`src/cthl_consts.vh`:
```
/*
 * constants of the cross-trigger halt logic: action and event bit numbers,
 * profiling control bit positions and the reset values of the run states.
 * assumes inclusion by bare name from the design files.
 */
`ifndef CTHL_CONSTS_VH
`define CTHL_CONSTS_VH

`define CTHL_XT_W        8
`define CTHL_ACT_STOP    0
`define CTHL_ACT_RESUME  1
`define CTHL_ACT_TR_OFF  2
`define CTHL_ACT_TR_ON   3
`define CTHL_ACT_PM_OFF  4
`define CTHL_ACT_PM_ON   5
`define CTHL_ACT_PR_OFF  6
`define CTHL_ACT_PR_ON   7

`define CTHL_EVT_HALT    0
`define CTHL_EVT_RESUME  1
`define CTHL_EVT_TR_OFF  2
`define CTHL_EVT_TR_ON   3
`define CTHL_EVT_PM_OFF  4
`define CTHL_EVT_PM_ON   5
`define CTHL_EVT_PR_OFF  6
`define CTHL_EVT_PR_ON   7

`define CTHL_PCTRL_W     8
`define CTHL_PCTRL_EN    7
`define CTHL_PCTRL_DIS   6

`define CTHL_HALT_DEPTH  3
`define CTHL_RST_OFF     1'b0

`endif

```
`src/cthl_sync_rst.v`:
```
/*
 * reset release synchroniser: asserts asynchronously, releases through
 * two flip-flops on the clock.
 * assumes a free-running clock while reset is released.
 */
`timescale 1ns/10ps
`default_nettype none
module cthl_sync_rst (
	input  wire clk_i,
	input  wire rst_n_i,
	output wire rst_n_o
);
	reg meta_q;
	reg sync_q;

	always @(posedge clk_i or negedge rst_n_i) begin
		if (!rst_n_i) begin
			meta_q <= 1'b0;
			sync_q <= 1'b0;
		end else begin
			meta_q <= 1'b1;
			sync_q <= meta_q;
		end
	end

	assign rst_n_o = sync_q;
endmodule // cthl_sync_rst
`default_nettype wire

```
`src/cthl_run_flag.v`:
```
/*
 * one on/off run state with start and stop requests; emits a one-cycle
 * pulse on each real change. a request for the current state is ignored.
 * assumes synchronous requests and an already synchronised reset.
 */
`timescale 1ns/10ps
`default_nettype none
`include "cthl_consts.vh"
module cthl_run_flag (
	input  wire clk_i,
	input  wire rst_n_i,
	input  wire start_i,
	input  wire stop_i,
	output reg  run_o,
	output reg  started_o,
	output reg  stopped_o
);
	// stop wins when both arrive together: the safe direction
	wire go_on  = start_i & ~stop_i & ~run_o;
	wire go_off = stop_i & run_o;

	always @(posedge clk_i or negedge rst_n_i) begin
		if (!rst_n_i) begin
			run_o     <= `CTHL_RST_OFF;
			started_o <= 1'b0;
			stopped_o <= 1'b0;
		end else begin
			started_o <= go_on;   // [RQ18]
			stopped_o <= go_off;  // [RQ18]
			if (go_on)
				run_o <= 1'b1;
			else if (go_off)
				run_o <= 1'b0;
		end
	end
endmodule // cthl_run_flag
`default_nettype wire

```
`src/cthl_top.v`:
```
/*
 * cross-trigger and halt logic of a soft processor core: halt request
 * input, halted indicator, eight actions in and eight events out, plus
 * run states of trace, performance monitoring and profiling.
 * assumes all inputs synchronous to ref_clk_i and the external debug
 * module in the same clock domain; action lines are one-cycle pulses or
 * levels, each cycle high counts as a request.
 */
// Summary of operation
// [RQ1] halt request input stops core into halt
// [RQ2] halted indicator high whenever core is halted
// [RQ3] debugger resume clears the halted indicator; code ignores resume while halt_req_i is high
// [RQ4] eight actions accepted from debug module
// [RQ5] eight events reported to debug module
// [RQ6] action 0 halts, same as halt input
// [RQ7] action 1 resumes and clears halted indicator; code ignores it while halt_req_i is high
// [RQ8] actions 2,3 stop and start trace
// [RQ9] actions 4,5 stop and start perf monitoring
// [RQ10] actions 6,7 disable and enable profiling
// [RQ11] event 0 pulses as halted indicator sets
// [RQ12] event 1 pulses as halted indicator clears
// [RQ13] event 2 pulses when trace stops
// [RQ14] event 3 pulses when trace starts
// [RQ15] events 4,5 on perf monitor stop, start
// [RQ16] event 6 disabled, event 7 enabled profiling
// [RQ17] profiling control bit 7 enables, 6 disables
// [RQ18] events are single pulses; redundant actions ignored
`timescale 1ns/10ps
`default_nettype none
`include "cthl_consts.vh"
module cthl_top #(
	parameter HALT_DEPTH = `CTHL_HALT_DEPTH
) (
	input  wire                      ref_clk_i,
	input  wire                      rst_n_i,
	input  wire                      halt_req_i,
	input  wire                      dbg_stop_cmd_i,
	input  wire                      dbg_resume_cmd_i,
	input  wire                      bkpt_hit_i,
	input  wire                      instr_retire_i,
	input  wire [`CTHL_XT_W-1:0]     xt_action_i,
	input  wire                      trace_start_cmd_i,
	input  wire                      trace_stop_cmd_i,
	input  wire                      tracepoint_hit_i,
	input  wire                      trace_full_i,
	input  wire                      perf_start_cmd_i,
	input  wire                      perf_stop_cmd_i,
	input  wire                      pctrl_wr_i,
	input  wire [`CTHL_PCTRL_W-1:0]  pctrl_data_i,
	output reg                       halted_indicator_o,
	output reg                       core_stall_o,
	output reg                       trace_run_o,
	output reg                       perf_run_o,
	output reg                       prof_run_o,
	output reg  [`CTHL_XT_W-1:0]     xt_event_o
);

	////////////////////////////////////////////////////////////////////////
	// reset

	wire rst_n;

	cthl_sync_rst u_rst (
		.clk_i   (ref_clk_i),
		.rst_n_i (rst_n_i),
		.rst_n_o (rst_n)
	);

	////////////////////////////////////////////////////////////////////////
	// halt state machine

	localparam [1:0] ST_RUN     = 2'b00;
	localparam [1:0] ST_DRAIN   = 2'b01;
	localparam [1:0] ST_HALTED  = 2'b10;

	reg [1:0] state_q;
	reg [1:0] state_d;
	reg [3:0] drain_q;
	reg [3:0] drain_d;

	// halt sources: halt input level, action 0, debugger stop, breakpoint
	wire stop_req = halt_req_i                         // [RQ1]
		| xt_action_i[`CTHL_ACT_STOP]                   // [RQ4] [RQ6]
		| dbg_stop_cmd_i
		| bkpt_hit_i;                                   // [RQ2]
	wire resume_req = dbg_resume_cmd_i                 // [RQ3]
		| xt_action_i[`CTHL_ACT_RESUME];                // [RQ7]

	wire enter_halt;
	wire leave_halt;

	// halted decode is needed for the indicator, the stall and both events
	function is_halted;
		input [1:0] st;
		begin
			is_halted = (st == ST_HALTED);
		end
	endfunction

	// the core finishes a few instructions before it stops; a breakpoint still high
	// while draining stops at once since the hit instruction must not complete
	assign enter_halt = (state_q == ST_DRAIN) &&
		(drain_q == 4'h0 || bkpt_hit_i);
	// a held halt request keeps the core halted; resume cannot override it
	assign leave_halt = (state_q == ST_HALTED) && resume_req && !halt_req_i;

	always @* begin
		state_d = state_q;
		drain_d = drain_q;
		case (state_q)
			ST_RUN: begin
				if (stop_req) begin
					state_d = ST_DRAIN;  // [RQ1]
					drain_d = HALT_DEPTH[3:0];
				end
			end
			ST_DRAIN: begin
				if (enter_halt)
					state_d = ST_HALTED;
				else if (instr_retire_i)
					drain_d = drain_q - 4'h1;
			end
			ST_HALTED: begin
				if (leave_halt)
					state_d = ST_RUN;    // [RQ3] [RQ7]
			end
			default: begin
				state_d = ST_RUN;
				drain_d = 4'h0;
			end
		endcase
	end

	always @(posedge ref_clk_i or negedge rst_n) begin
		if (!rst_n) begin
			state_q <= ST_RUN;
			drain_q <= 4'h0;
			halted_indicator_o <= 1'b0;
			core_stall_o       <= 1'b0;
		end else begin
			state_q <= state_d;
			drain_q <= drain_d;
			halted_indicator_o <= is_halted(state_d);  // [RQ2] [RQ3]
			core_stall_o       <= is_halted(state_d);
		end
	end

	////////////////////////////////////////////////////////////////////////
	// trace, performance and profiling run states

	wire tr_run;
	wire tr_on_p;
	wire tr_off_p;
	wire pm_run;
	wire pm_on_p;
	wire pm_off_p;
	wire pr_run;
	wire pr_on_p;
	wire pr_off_p;

	wire pr_wr_on  = pctrl_wr_i & pctrl_data_i[`CTHL_PCTRL_EN];   // [RQ17]
	wire pr_wr_off = pctrl_wr_i & pctrl_data_i[`CTHL_PCTRL_DIS];  // [RQ17]

	cthl_run_flag u_trace (
		.clk_i     (ref_clk_i),
		.rst_n_i   (rst_n),
		.start_i   (trace_start_cmd_i | tracepoint_hit_i |
		            xt_action_i[`CTHL_ACT_TR_ON]),               // [RQ8]
		.stop_i    (trace_stop_cmd_i | trace_full_i |
		            xt_action_i[`CTHL_ACT_TR_OFF]),              // [RQ8]
		.run_o     (tr_run),
		.started_o (tr_on_p),
		.stopped_o (tr_off_p)
	);

	cthl_run_flag u_perf (
		.clk_i     (ref_clk_i),
		.rst_n_i   (rst_n),
		.start_i   (perf_start_cmd_i | xt_action_i[`CTHL_ACT_PM_ON]),  // [RQ9]
		.stop_i    (perf_stop_cmd_i | xt_action_i[`CTHL_ACT_PM_OFF]),  // [RQ9]
		.run_o     (pm_run),
		.started_o (pm_on_p),
		.stopped_o (pm_off_p)
	);

	cthl_run_flag u_prof (
		.clk_i     (ref_clk_i),
		.rst_n_i   (rst_n),
		.start_i   (pr_wr_on | xt_action_i[`CTHL_ACT_PR_ON]),    // [RQ10]
		.stop_i    (pr_wr_off | xt_action_i[`CTHL_ACT_PR_OFF]),  // [RQ10]
		.run_o     (pr_run),
		.started_o (pr_on_p),
		.stopped_o (pr_off_p)
	);

	////////////////////////////////////////////////////////////////////////
	// events: all registered so they line up with the run outputs

	wire halt_p   = !is_halted(state_q) && is_halted(state_d);
	wire resume_p = is_halted(state_q) && !is_halted(state_d);

	always @(posedge ref_clk_i or negedge rst_n) begin
		if (!rst_n) begin
			xt_event_o  <= {`CTHL_XT_W{1'b0}};
			trace_run_o <= `CTHL_RST_OFF;
			perf_run_o  <= `CTHL_RST_OFF;
			prof_run_o  <= `CTHL_RST_OFF;
		end else begin
			// [RQ5] [RQ18]
			xt_event_o[`CTHL_EVT_HALT]   <= halt_p;    // [RQ11]
			xt_event_o[`CTHL_EVT_RESUME] <= resume_p;  // [RQ12]
			xt_event_o[`CTHL_EVT_TR_OFF] <= tr_off_p;  // [RQ13]
			xt_event_o[`CTHL_EVT_TR_ON]  <= tr_on_p;   // [RQ14]
			xt_event_o[`CTHL_EVT_PM_OFF] <= pm_off_p;  // [RQ15]
			xt_event_o[`CTHL_EVT_PM_ON]  <= pm_on_p;   // [RQ15]
			// names win over the swapped descriptions
			xt_event_o[`CTHL_EVT_PR_OFF] <= pr_off_p;  // [RQ16]
			xt_event_o[`CTHL_EVT_PR_ON]  <= pr_on_p;   // [RQ16]
			trace_run_o <= tr_run;
			perf_run_o  <= pm_run;
			prof_run_o  <= pr_run;
		end
	end

endmodule // cthl_top
`default_nettype wire

```
`config.mk`:
```
export PLATFORM = sky130hd
export DESIGN_NAME = cthl_top
export DESIGN_NICKNAME = d
export VERILOG_FILES = /design/src/cthl_sync_rst.v /design/src/cthl_run_flag.v /design/src/cthl_top.v
export VERILOG_INCLUDE_DIRS = /design/src
export SDC_FILE = /design/constraint.sdc
export NUM_CORES = 1
export LEC_CHECK = 0
export BUFFER_PORTS_ARGS = -buffer_cell sky130_fd_sc_hd__buf_4
export CELL_PAD_IN_SITES_DETAIL_PLACEMENT = 1
export CELL_PAD_IN_SITES_GLOBAL_PLACEMENT = 1
export CORE_MARGIN = 1
export CORE_UTILIZATION = 38
export DETAILED_ROUTE_END_ITERATION = 10
export PLACE_DENSITY = 0.88
export SYNTH_ARGS = -nofsm -noshare
export SYNTH_HDL_FRONTEND = slang
export SYNTH_SLANG_ARGS = --single-unit
```
`constraint.sdc`:
```
create_clock -name ref_clk_i -period 3.1 [get_ports ref_clk_i]
set_clock_uncertainty 0.15 [all_clocks]
set_input_delay 0.62 -clock ref_clk_i [delete_from_list [all_inputs] [get_ports ref_clk_i]]
set_output_delay 0.62 -clock ref_clk_i [all_outputs]
set_load 0.03 [all_outputs]
```
## Word-level counts from Yosys, hierarchy flattened

Cells that the tools add are included.

- Bits in latches: 0
- Register bits: 29
- Memories kept: 0
- ROM bits: 0
- Memory bits (writable): 0

- Bitwise logic cells: 30
- Eq/ne operators: 6
- $lt $le $gt $ge: 0
- Multiply operators: 0
- Mux-type cells: 14
- Reduce and logical (&&, ||, !) cells: 15
- Div/mod/pow operators: 0
- Shifts and indexed selects: 0
- Add/subtract/negate cells: 1

Operator list:

| cell | number |
|---|---|
| 4-bit two-way mux | 3 |
| 1-bit OR | 12 |
| 4-bit one-hot mux with 3 select lines | 1 |
| 1-bit bitwise AND | 11 |
| 1-bit inverter | 7 |
| 1-bit two-way mux | 6 |
| 2-bit two-way mux | 3 |
| 2-bit != test (second input constant) | 3 |
| 2-bit one-hot mux with 3 select lines | 1 |
| 2-bit nonzero test | 3 |
| 1-bit logical AND | 5 |
| 2-bit == test (second input constant) | 2 |
| 4-bit zero test | 1 |
| 4-bit AND reduction | 1 |
| 4-bit by 1-bit subtractor with 4-bit output (second input constant) | 1 |
| 1-bit zero test | 3 |
| 2-bit by 1-bit == test with 1-bit output (second input constant) | 1 |
| 2-bit zero test | 1 |
| 1-bit logical OR | 1 |

## Logic depth before layout (Yosys ltp)

- Depth in word-level cells: 8
- Gate-level depth with buffers: 6
- Gate-level depth less buffers: 6

## By module

Synthesis repeated with hierarchy kept, for this count alone.

- Cells, all modules: 94
- Area total of the unflattened synthesis: 1231.2 µm²

Modules (own cells, without submodules):

| module | instances | sequential area each (µm²) | cells each | area each (µm²) |
|---|---|---|---|---|
| cthl_top | 1 | 450.4 | 73 | 862.1 |
| cthl_run_flag | 3 | 75.1 | 6 | 105.1 |
| cthl_sync_rst | 1 | 50.0 | 3 | 53.8 |

## Worst setup path after synthesis

No wires, ideal clock.

- Path type: input -> register
- Start: input halt_req_i
- End: register drain_q[3]
- Data required time: 2.855 ns
- Setup slack: 1.395 ns
- Stages: 4
- Arrival time: 1.460 ns
- Cells stage by stage: or4_4 a21oi_2 o21ai_1 o31ai_1

- Cells in the longest elaborated chain, start to end: 5

RTL lines:

| element | line | text |
|---|---|---|
| start, declared | cthl_top.v:36 | `input wire halt_req_i,` |
| 1-bit OR (3 in series) | cthl_top.v:82 | `wire stop_req = halt_req_i` |
| 2-bit != test (no line) | n/a |  |
| 4-bit AND reduction (no line) | n/a |  |
| end signal, assigned | cthl_top.v:142 | `drain_q <= drain_d;` |
| end, declared | cthl_top.v:78 | `reg [3:0] drain_q;` |

No other way between the ends.
A chain may end at the register's enable or synchronous reset.

## Worst setup path after layout

- Start: register drain_q[0]
- End: register drain_q[0]

- Cells in the longest elaborated chain, start to end: 5
- Elaborated cells between the ends (all ways): 9

RTL lines:

| element |
|---|
| parallel branches: the longest is 5 deep, another holds 4-bit by 1-bit subtractor with 4-bit output |

Parallel ways; which one is timed is not known. The select of a mux whose other input is x is not followed.

==> run_results.csv <==
group,metric,value,unit
pwr,intPower,746,uW
yosys,avgSynthCellArea,12.3,sq um
yosys,yosysSeqAreaShare,66.3,%
drt,dr_total_vias,849,
die,core_area,2730,sq um
grt,first_global_vias,953,
clocking,cts_tree,"built",
die,start_util,40.0,%
setup_path,regToRegSetupSlack,1230,ps
yosys,postSynthCellCount,89,
yosys,syn-cell-area,1090,sq um
timing,slew_headroom,28.5,%
final_layout,final_cell_mix,"buf_4, dfrtp_1, nor2_1",
final_layout,mostFrequentLayoutCell,"buf_4",
final_layout,regMostFlops,"xt_event_o",
timing,max_freq,535,MHz
setup_path,worst-r2r-cell-count,6,
timing,setup_viol,0,
placement,place_congestion,0.814,
pwr,p_comb_share,26.2,%
drt,ant_nets,0,
final_layout,drive_gt1_share,34.8,%
final_layout,final_nets,163,
min_path,min_from,"u_trace.started_o",
grt,grt_pass1_wl,4110,um
yosys,ys.warnings.count,0,
timing,period_share,60.3,%
timing,max_slew.worst_pin.slew,1070,ps
pwr,powerDensity,744,nW/um^2
final_layout,diodes,0,
timing,rsz0062_at_grt,"false",
drt,viasPerCell,5.21,
setup_path,r2r_start,"drain_q[0]",
final_layout,largest_reg_flops,8,
setup_path,start_kind,"flip-flop",
final_layout,fillers,297,
final_layout,reg_top3,"xt_event_o x8, drain_q x4, state_q x2",
status,outcome,"completed",
drt,wirelength,2380,um
clocking,cts.sinks,29,
timing,fin_setup_tns,0,ps
yosys,synth_seq_cells,29,
die,rows,19,
final_layout,final_area,1490,sq um
setup_path,r2r_end,"drain_q[0]",
pwr,p_leak,0.740,nW
drt,wl_per_cell,14.6,um
grt,grt_usage,17.9,%
pwr,seqPwrFrac,44.8,%
placement,numPortBuffers,36,
die,die_width,55.7,um
setup_path,critPathKind,"reg2reg",
pwr,clockPowerShare,29.0,%
pwr,ir_drop,0.475,mV
clocking,cts_root_buffer,"clkbuf_4",
setup_path,crit_arrival,1920,ps
yosys,synthDistinctLibCells,31,
clocking,numCtsBuffers,5,
job,drv_cap,0,
drt,first_iter_violations,10,
setup_path,cp.required,3150,ps
clocking,clk_pin_slew,100,ps
grt,grt_overflow,0,
die,dieArea,3100,sq um
grt,antenna_found_initial,0,
clocking,clockBufferDepth,2,
placement,place_area,1390,sq um
die,ios,43,
min_path,min_to,"xt_event_o[3]",
setup_path,crit_fanout,4,
timing,finalHoldViolCount,0,
final_layout,area_growth,35.8,%
pwr,power_switching_share,32.5,%
placement,dp_hpwl,1770,um
timing,finalMaxSlewViolations,0,
min_path,hold_path_class,"reg2reg",
drt,drc_errors,0,
grt,grt_max_degree,28,
setup_path,endpoint_kind,"flip-flop",
clocking,cts_resized,0,
pwr,p_sw,360,uW
die,die-height,55.7,um
clocking,insertion_delay,320,ps
timing,fin_crit,1870,ps
drt,drtPass1Iterations,4,
yosys,syn-num-nets,121,
min_path,hold_depth,0,
clocking,htreeDepth,2,
## through the flow
stage	hold WS (ps)	util, %	total power, mW	worst slack, ps	instances
5_1_grt	206	54.4	1.17	1100	163
4_1_cts	207	54.4	1.12	1220	163
2_1_floorplan	174	-	0.684	1390	89
3_5_place_dp	187	50.9	0.789	1180	154
6_report	196	54.4	1.11	1230	163
3_3_place_gp	183	50.9	0.771	1210	154
## kinds of logic after synthesis
kind of cell,share of synthesized area (%)
other,0.343
muxes,0.914
buffers and inverters,2.51
DFF,66.3
AOI/OAI and AO/OA,12.7
and+or+nand+nor,15.0
adders and majority gates,2.29
## final cells by class
cell class,count,area [sq um],share of cell area [%]
clock buffer,7,55.1,3.70
clock inverter,1,30.0,2.02
inverter,4,15.0,1.01
multi-input combinational,54,342,23.0
sequential,29,726,48.8
tap,31,38.8,2.61
timing repair buffer,37,280,18.9
## power groups by stage
| stage | sequential [mW] | combinational, mW | clock (mW) |
|---|---|---|---|
| after floorplan | 0.510 | 0.174 | 0 |
| after global placement | 0.497 | 0.274 | 0 |
| after detailed placement | 0.502 | 0.287 | 0 |
| after CTS | 0.496 | 0.292 | 0.331 |
| after global routing | 0.506 | 0.319 | 0.347 |
| final | 0.495 | 0.289 | 0.321 |
## critical path, stage by stage, from the launching register on
cell and delay (ps):
dfrtp_1 430, inv_1 120, ha_1 180, nor3b_1 420, nor3b_1 140, mux2i_1 180, o221ai_1 130
## Yosys cell counts
library cell   n  area [sq um]
a22oi_1        1          7.51
inv_1          4          15.0
ha_1           2          25.0
nand4_1        1          6.26
buf_2          1          5.00
dfrtp_1       29           726
nand2_1        4          15.0
nor3b_1        4          30.0
mux2i_1        1          10.0
o211ai_1       1          7.51
o41a_1         1          11.3
buf_4          1          7.51
conb_1         1          3.75
o21bai_1       1          7.51
o21ai_1        1          5.00
a21oi_1        3          15.0
nand3_1        2          10.0
nor4_1         2          12.5
nor3_1         3          15.0
a21boi_0       1          7.51
o21a_1         2          15.0
a21oi_2        1          8.76
nor2b_1        4          25.0
o22ai_1        2          12.5
o31ai_1        3          22.5
or2_2          1          6.26
nor2_1         7          26.3
or4_4          1          11.3
o21ai_0        2          10.0
nand2b_1       1          6.26
o221ai_1       1          8.76
## routing by layer
metal	part of all wire (%)	track usage, %	routed length (um)	vias up
met3	6.3	8.14	149	6
li1	-	-	-	397
met1	39	18.5	938	416
met4	1.3	7.86	31	0
met5	0	0	0	-
met2	53	31.0	1260	30
## worst max path at each step
stage / startpoint / endpoint / depth (start not counted)
after floorplan: halt_req_i / drain_q[3] / 4
after global placement: bkpt_hit_i / drain_q[3] / 5
after detailed placement: bkpt_hit_i / drain_q[3] / 5
after CTS: drain_q[0] / drain_q[0] / 6
after global routing: drain_q[0] / drain_q[1] / 6
final: drain_q[0] / drain_q[0] / 6
## timing repair
action	4_1_cts	5_1_grt
setup buffers	0	0
hold buffers	1	0
hold endpoints to repair	2	0
setup endpoints to repair	0	0
No activity file was read; power rests on OpenSTA's default activity.
